## src/aop_defines.svh

```systemverilog
// Constants for the converter output and power-down control block
`ifndef AOP_DEFINES_SVH
`define AOP_DEFINES_SVH
`define AOP_WIDTH 12
`define AOP_MSB 11
`define AOP_LATENCY 6
`define AOP_LAST_STAGE 5
`define AOP_FIFO_DEPTH 8
`define AOP_OFFSET_FLIP 12'h800
`define AOP_SLEEP_DATA 12'h000
`define AOP_OEN_FLOAT 12'hFFF
`define AOP_OEN_DRIVE 12'h000
`define AOP_CLK_PERIOD_NS 10
`endif

```

## src/aop_pkg.sv

```systemverilog
// Types shared by the converter output and power-down control block
`include "aop_defines.svh"
package aop_pkg;
	typedef struct packed
	{
		logic valid;
		logic [`AOP_MSB:0] code;
	} aop_word_t;
	typedef enum logic [2:0]
	{
		AOP_ACTIVE = 3'b001,
		AOP_SLEEP = 3'b010,
		AOP_REFILL = 3'b100
	} aop_state_t;
endpackage : aop_pkg

```

## src/aop_ctl.sv

```systemverilog
// Converter pipeline, output FIFO, three-state output pins and power-down control
// Summary of operation
// (RULE_01) Enable high floats all data pins
// (RULE_02) Enable low drives all data pins
// (RULE_03) Conversion continues whatever the enable level
// (RULE_04) Sleep request holds low-power unusable state
// (RULE_05) Data pins undefined while asleep; invalid
// (RULE_06) Sleep entry discards every in-flight sample
// (RULE_07) Host waits recovery time after wake
// (RULE_08) Offset-binary word valid with both inputs low
// (RULE_09) Host latches word on falling clock edge
// (RULE_10) Enable not used for bus sharing
// (RULE_11) Host supplies continuous sampling clock
// (RULE_12) One word per clock, fixed latency; stale FIFO words add latency after the pins float, until sleep or reset
`timescale 1ns/10ps
`default_nettype none
`include "aop_defines.svh"

module aop_fifo #(
	parameter int WIDTH = 13,
	parameter int DEPTH = 8
) (
	// Clock and reset
	input wire logic clk,
	input wire logic rst,
	input wire logic flush,
	// Fill side
	input wire logic in_valid,
	output logic in_ready,
	input wire logic [WIDTH-1:0] in_data,
	// Drain side
	output logic out_valid,
	input wire logic out_ready,
	output logic [WIDTH-1:0] out_data
);
	localparam int AW = $clog2(DEPTH);
	logic [WIDTH-1:0] mem [DEPTH];
	logic [AW-1:0] wr_q;
	logic [AW-1:0] rd_q;
	logic [AW:0] cnt_q;
	logic push;
	logic pop;

	assign in_ready = (cnt_q != DEPTH[AW:0]);
	assign out_valid = (cnt_q != '0);
	assign out_data = mem[rd_q];
	assign push = in_valid && in_ready;
	assign pop = out_valid && out_ready;

	always_ff @(posedge clk)
	begin
		if (push)
		begin
			mem[wr_q] <= in_data;
		end
	end

	always_ff @(posedge clk)
	begin
		if (rst || flush)
		begin
			wr_q <= '0;
			rd_q <= '0;
			cnt_q <= '0;
		end
		else
		begin
			if (push)
			begin
				wr_q <= (wr_q == AW'(DEPTH - 1)) ? '0 : wr_q + 1'b1;
			end
			if (pop)
			begin
				rd_q <= (rd_q == AW'(DEPTH - 1)) ? '0 : rd_q + 1'b1;
			end
			cnt_q <= cnt_q + (AW+1)'(push) - (AW+1)'(pop);
		end
	end
endmodule : aop_fifo

module aop_ctl (
	// Clock and reset
	input wire logic REF_CLK,
	input wire logic RESET,
	// Control pins
	input wire logic OE_N,
	input wire logic SLEEP_REQUEST,
	// Raw two's complement code from the quantizer core
	input wire logic [`AOP_MSB:0] CORE_CODE,
	// Data pins
	output logic [`AOP_MSB:0] DATA_OUT,
	output logic [`AOP_MSB:0] DATA_OEN,
	// Status
	output logic WORD_VALID,
	output logic OVERRUN,
	output logic CONVERTING
);
	aop_pkg::aop_word_t pipe_q [`AOP_LATENCY];
	aop_pkg::aop_state_t state_q;
	aop_pkg::aop_state_t state_d;
	logic fifo_in_ready;
	logic fifo_out_valid;
	logic fifo_out_ready;
	logic [`AOP_MSB:0] fifo_out_data;
	logic [`AOP_MSB:0] data_out_q;
	logic [`AOP_MSB:0] data_oen_q;
	logic word_valid_q;
	logic overrun_q;
	logic converting_q;

	// Power state: sleep, then refill until the pipeline holds fresh samples
	always_comb
	begin
		state_d = state_q;
		unique case (state_q)
			aop_pkg::AOP_ACTIVE:
			begin
				if (SLEEP_REQUEST)
				begin
					state_d = aop_pkg::AOP_SLEEP; // RULE_04
				end
			end
			aop_pkg::AOP_SLEEP:
			begin
				if (!SLEEP_REQUEST)
				begin
					state_d = aop_pkg::AOP_REFILL;
				end
			end
			aop_pkg::AOP_REFILL:
			begin
				if (SLEEP_REQUEST)
				begin
					state_d = aop_pkg::AOP_SLEEP;
				end
				else if (pipe_q[`AOP_LAST_STAGE].valid)
				begin
					state_d = aop_pkg::AOP_ACTIVE;
				end
			end
			default:
			begin
				state_d = aop_pkg::AOP_SLEEP;
			end
		endcase
	end

	always_ff @(posedge REF_CLK)
	begin
		if (RESET)
		begin
			state_q <= aop_pkg::AOP_REFILL;
		end
		else
		begin
			state_q <= state_d;
		end
	end

	// Pipeline ignores the output enable entirely; a sample is taken every clock outside reset and sleep
	always_ff @(posedge REF_CLK)
	begin
		if (RESET || SLEEP_REQUEST)
		begin
			pipe_q[0] <= '0; // RULE_04
		end
		else
		begin
			pipe_q[0].valid <= 1'b1; // RULE_03
			pipe_q[0].code <= CORE_CODE ^ `AOP_OFFSET_FLIP; // RULE_08
		end
	end

	// Sleep wipes every stage, so corrupted samples never reach the pins
	generate
		for (genvar i = 1; i < `AOP_LATENCY; i++)
		begin : g_stage
			always_ff @(posedge REF_CLK)
			begin
				if (RESET || SLEEP_REQUEST)
				begin
					pipe_q[i] <= '0; // RULE_06
				end
				else
				begin
					pipe_q[i] <= pipe_q[i-1]; // RULE_12
				end
			end
		end
	endgenerate

	// Draining stalls while the pins float, so the FIFO fills and then drops
	// the newest words; stale words are shown first once the pins drive again
	assign fifo_out_ready = !OE_N && !SLEEP_REQUEST;

	aop_fifo #(
		.WIDTH(`AOP_WIDTH),
		.DEPTH(`AOP_FIFO_DEPTH)
	) u_fifo (
		.clk(REF_CLK),
		.rst(RESET),
		.flush(SLEEP_REQUEST), // RULE_06
		.in_valid(pipe_q[`AOP_LAST_STAGE].valid),
		.in_ready(fifo_in_ready),
		.in_data(pipe_q[`AOP_LAST_STAGE].code),
		.out_valid(fifo_out_valid),
		.out_ready(fifo_out_ready),
		.out_data(fifo_out_data)
	);

	always_ff @(posedge REF_CLK)
	begin
		if (RESET)
		begin
			data_out_q <= `AOP_SLEEP_DATA;
			word_valid_q <= 1'b0;
		end
		else if (SLEEP_REQUEST)
		begin
			data_out_q <= `AOP_SLEEP_DATA; // RULE_05
			word_valid_q <= 1'b0; // RULE_05
		end
		else if (fifo_out_valid && fifo_out_ready)
		begin
			data_out_q <= fifo_out_data; // RULE_12
			word_valid_q <= 1'b1; // RULE_08
		end
		else
		begin
			word_valid_q <= 1'b0;
		end
	end

	// Pin drivers follow the enable one clock later
	always_ff @(posedge REF_CLK)
	begin
		if (RESET)
		begin
			data_oen_q <= `AOP_OEN_FLOAT;
		end
		else if (OE_N)
		begin
			data_oen_q <= `AOP_OEN_FLOAT; // RULE_01
		end
		else
		begin
			data_oen_q <= `AOP_OEN_DRIVE; // RULE_02
		end
	end

	always_ff @(posedge REF_CLK)
	begin
		if (RESET)
		begin
			overrun_q <= 1'b0;
		end
		else
		begin
			overrun_q <= pipe_q[`AOP_LAST_STAGE].valid && !fifo_in_ready && !SLEEP_REQUEST;
		end
	end

	always_ff @(posedge REF_CLK)
	begin
		if (RESET)
		begin
			converting_q <= 1'b0;
		end
		else
		begin
			converting_q <= (state_d == aop_pkg::AOP_ACTIVE);
		end
	end

	assign DATA_OUT = data_out_q;
	assign DATA_OEN = data_oen_q;
	assign WORD_VALID = word_valid_q;
	assign OVERRUN = overrun_q;
	assign CONVERTING = converting_q;

	a_oe_float_pins: assert property (@(posedge REF_CLK) disable iff (RESET) // RULE_01
		OE_N |=> (DATA_OEN == `AOP_OEN_FLOAT))
	else $error("Pins not floated after enable went high");

	a_oe_drive_pins: assert property (@(posedge REF_CLK) disable iff (RESET) // RULE_02
		!OE_N |=> (DATA_OEN == `AOP_OEN_DRIVE))
	else $error("Pins not driven after enable went low");

	a_convert_during_float: assert property (@(posedge REF_CLK) disable iff (RESET) // RULE_03
		(OE_N && !SLEEP_REQUEST)[*3] |-> pipe_q[0].valid && pipe_q[1].valid)
	else $error("Conversion stopped while pins float");

	a_sleep_holds_off: assert property (@(posedge REF_CLK) disable iff (RESET) // RULE_04
		SLEEP_REQUEST[*2] |-> state_q == aop_pkg::AOP_SLEEP && !CONVERTING)
	else $error("Not in sleep state while request held");

	a_sleep_word_invalid: assert property (@(posedge REF_CLK) disable iff (RESET) // RULE_05
		SLEEP_REQUEST |=> !WORD_VALID && DATA_OUT == `AOP_SLEEP_DATA)
	else $error("Word marked valid during sleep");

	a_sleep_flushes_all: assert property (@(posedge REF_CLK) disable iff (RESET) // RULE_06
		SLEEP_REQUEST ##1 !SLEEP_REQUEST |-> !fifo_out_valid
		##1 !pipe_q[`AOP_LAST_STAGE].valid)
	else $error("In-flight sample survived sleep");

	a_valid_needs_enables: assert property (@(posedge REF_CLK) disable iff (RESET) // RULE_08
		WORD_VALID |-> $past(!OE_N) && $past(!SLEEP_REQUEST))
	else $error("Valid word without both inputs low");

	a_fixed_latency: assert property (@(posedge REF_CLK) disable iff (RESET) // RULE_12
		(!SLEEP_REQUEST)[*6] |=> pipe_q[`AOP_LAST_STAGE].valid
		&& pipe_q[`AOP_LAST_STAGE].code == ($past(CORE_CODE, 6) ^ `AOP_OFFSET_FLIP))
	else $error("Pipeline latency or coding wrong");

	a_wake_refill_time: assert property (@(posedge REF_CLK) disable iff (RESET) // RULE_12
		$fell(SLEEP_REQUEST) ##1 (!SLEEP_REQUEST)[*6] |-> !CONVERTING ##1 CONVERTING)
	else $error("Refill after wake not six clocks");
endmodule : aop_ctl
`default_nettype wire

```

## config.mk

```make
export PLATFORM = sky130hd
export DESIGN_NAME = aop_ctl
export DESIGN_NICKNAME = d
export VERILOG_FILES = /design/src/aop_pkg.sv /design/src/aop_ctl.sv
export VERILOG_INCLUDE_DIRS = /design/src
export SDC_FILE = /design/constraint.sdc
export NUM_CORES = 1
export LEC_CHECK = 0
export BUFFER_PORTS_ARGS = -buffer_cell sky130_fd_sc_hd__buf_2
export CAP_MARGIN = 20
export CORE_MARGIN = 1.5
export CORE_UTILIZATION = 59
export CTS_CLUSTER_DIAMETER = 80
export DETAILED_ROUTE_END_ITERATION = 12
export PLACE_DENSITY = 0.84
export SLEW_MARGIN = 20
export SYNTH_ARGS = -nofsm -noshare
export SYNTH_HDL_FRONTEND = slang
export SYNTH_SLANG_ARGS = --single-unit
```

## constraint.sdc

```tcl
create_clock -name REF_CLK -period 3.3 [get_ports REF_CLK]
set_input_delay 0.66 -clock REF_CLK [delete_from_list [all_inputs] [get_ports REF_CLK]]
set_output_delay 0.66 -clock REF_CLK [all_outputs]
set_load 0.01 [all_outputs]
```

==> results_dict.tcl <==
set metrics [dict create \
    worst_hold_slack_ps 364 \
    synth-compound-area-share 0.0294 \
    muxShareOfSynthArea 0.0964 \
    fin_nets 522 \
    cpPeakStageDelay_ps 380 \
    required_ps 3630 \
    grt_max_degree 93 \
    first_global_vias 3499 \
    synth_top_cell_area_share 0.411 \
    period_share 0.654 \
    cts_buffer_depth 3 \
    intPower_w 0.00375 \
    drive_gt1_frac 0.207 \
    ys_seq_area_frac 0.717 \
    drt_wl_total_mm 10.9 \
    setup_violations 0 \
    syn_area_per_cell_um2 15.5 \
    p_clk_frac 0.420 \
    dpl.hpwl_mm 6.20 \
    seq_area_um2 5020 \
    dpl.cell_count 617 \
    crit_chain "inv_1, ha_1, a211o_1, inv_2, ha_1, inv_1, ha_1, fa_1, xnor2_1, nor2_1" \
    io_buffers 42 \
    crit_family "adder cells" \
    multi_input_area_um2 1750 \
    syn-cell-area_um2 7010 \
    swShare 0.189 \
    rr_worst_depth 10 \
    cts_tree "yes" \
    leakage_nw 2.90 \
    status "complete, but fails checks" \
    grt_antenna_before_repair 0 \
    die_w_um 112 \
    core_um2 11500 \
    cts-root-buf "clkbuf_16" \
    drtPass1Iterations 8 \
    yosys.area_share.simple 0.0967 \
    power_frac_seq 0.568 \
    cts_made_buffers 19 \
    synth_cells 453 \
    final_area_um2 7860 \
    drt_iter0_markers 195 \
    relSlewSlack 0.341 \
    path_clk_slew_ps 60 \
    insertion_delay_ps 460 \
    initial_core_util 0.609 \
    htreeDepth 1 \
    clock.fmax_ghz 0.463 \
    viasPerCell 5.30 \
    synthTopCellsByArea "edfxtp_1, dfxtp_1, and2_1, mux4_2, ha_1" \
    path_class "flip-flop to flip-flop" \
    cp.depth 10 \
    clock_skew_ps 11.5 \
    cts_resized 0 \
    n_fill_cell 760 \
    grt_use_total 0.178 \
    irDropWorstVdd_mv 0.404 \
    place_congestion 0.768 \
    yosys.area.top_type "edfxtp_1" \
    rsz0062_at_grt "no" \
    cp-end-kind "flip-flop" \
    p_sw_w 0.000875 \
    yosys_register_bits 203 \
    power.density_nw_per_um2 589 \
    drv_cap 0 \
    num_antenna_cells 0 \
    period_needed_ps 2160 \
    crit_arrival_ps 2490 \
    drv_slew 0 \
    die_area_um2 12500 \
    rows 39 \
    areaGrowthSynthToFinish_pct 12.2 \
    worst-path-buf-inv 3 \
    synth_fa_ha_area_frac 0.0207 \
    start_kind "flip-flop" \
    syn-num-nets 480 \
    cts_hold_buffers 0 \
    combPwrFrac 0.012 \
    tns_ps 0 \
    min_path_cells 2 \
    tightest_slew_ps 987 \
    hold_class "primary input to flip-flop" \
    stdcell_count 650 \
    hold_viol 0 \
    ios 43 \
    synth_top_family_by_area "simple AND/OR/NAND/NOR gates" \
    yosysWarnings 0 \
    cp_slowest_cell "fa_1" \
    crit_fanout 6 \
    fin_util 0.683 \
    violations "design-rule violations" \
    crit_path_frequent_cell "ha_1" \
    grt_pass1_wl_mm 17.4 \
    drc_errors 2 \
    numClockSinks 203 \
    dpl-instance-area_um2 7300 \
    die_h_um 112 \
    synth_xor_xnor_area_share 0.00375 \
    yosys.cell_types.count 34 \
    cts_setup_buffers 0 \
    vias 3443 \
    ant_nets 0 \
    grt-ovfl-total 0 \
    wire_per_inst_um 16.8 \
]
power by group through the flow:
stage	Clock [W]	Sequential (W)	Combinational [W]
finish	0.00194	0.00263	0.0000539
global route	0.00209	0.00263	0.0000600
global placement	0	0.00269	0.0000523
floorplan	0	0.00269	0.0000401
CTS	0.00199	0.00263	0.0000546
detailed placement	0	0.00269	0.0000545
worst paths after layout:
kind | start | endpoint | slack, ps
max | u_fifo.cnt_q[2] | u_fifo.cnt_q[2] | 1140
min | CORE_CODE[11] | pipe_q[0][11] | 360
max reg2reg | u_fifo.cnt_q[2] | u_fifo.cnt_q[2] | 1140
min reg2reg | pipe_q[2][6] | pipe_q[3][6] | 420
worst register-to-register path, delay by kind of cell, from the launching register on:
kind | cells | cell delay, ps
flops | 1 | 330
fa+ha+maj | 4 | 930
simple gates | 1 | 60
buf+inv | 3 | 190
compound gates | 1 | 340
xor+xnor | 1 | 180
per-stage QoR:
step                worst slack (ps)  power (W)
floorplan                        816    0.00273
global placement                1040    0.00274
detailed placement               961    0.00274
CTS                             1140    0.00467
global route                     982    0.00478
finish                          1140    0.00463
state kept, by name (all words and copies together) (netlist names):
signal        flops
u_fifo.cnt_q      4
u_fifo.rd_q       3
WORD_VALID        1
DATA_OUT         12
CONVERTING        1
u_fifo.mem       96
u_fifo.wr_q       3
pipe_q           78
DATA_OEN          1
state_q           3
OVERRUN           1
layer usage:
metal  up-vias  global-route usage  part of all wire
li1       1675                   -                 -
met1      1673               0.224              0.43
met2        82               0.318              0.51
met3        13              0.0294             0.044
met4         0              0.0582             0.015
met5         -                   0                 0
cells by family (layout without fill, tap and decap cells):
| family | count (synthesis) | in the layout |
|---|---|---|
| DFF | 203 | 203 |
| buffers and inverters | 44 | 98 |
| and+or+nand+nor | 118 | 118 |
| muxes | 36 | 36 |
| adders and majority gates | 11 | 11 |
| AOI/OAI and AO/OA | 38 | 38 |
| xor gates and xnor gates | 3 | 3 |
final cells by class:
class	count	share of cell area
multi-input combinational	206	0.222
timing repair buffer	54	0.0398
clock inverter	7	0.00461
inverter	11	0.00525
clock buffer	26	0.0664
sequential	203	0.639
tap	143	0.0228
cell usage after synthesis:
master	count
a21oi_1	21
or2_2	1
nand2_1	11
buf_12	1
o21a_1	1
mux4_1	4
buf_2	7
nor4_1	1
a211o_1	1
or3_1	2
fa_1	1
o21ai_0	12
buf_4	13
nand3b_1	2
xnor2_1	2
ha_1	10
a21o_1	1
or2_1	1
edfxtp_1	96
clkbuf_1	10
o31ai_1	1
nand2b_1	2
inv_1	10
xor2_1	1
and4_1	1
a21bo_2	1
mux2i_1	12
buf_6	2
dfxtp_1	107
inv_2	1
and2_1	78
nor3_1	8
nor2_1	11
mux4_2	20
cells in the final DEF (no fill, tap or decap), types with 8 or more instances in the layout:
cell	Yosys	final
nand2_1	11	11
a21oi_1	21	21
buf_4	13	11
nor2_1	11	11
clkbuf_16	0	19
o21ai_0	12	12
ha_1	10	10
and2_1	78	78
buf_2	7	42
mux4_2	20	20
dfxtp_1	107	107
edfxtp_1	96	96
nor3_1	8	8
inv_1	10	9
mux2i_1	12	12
No activity file was read; power rests on OpenSTA's default activity.
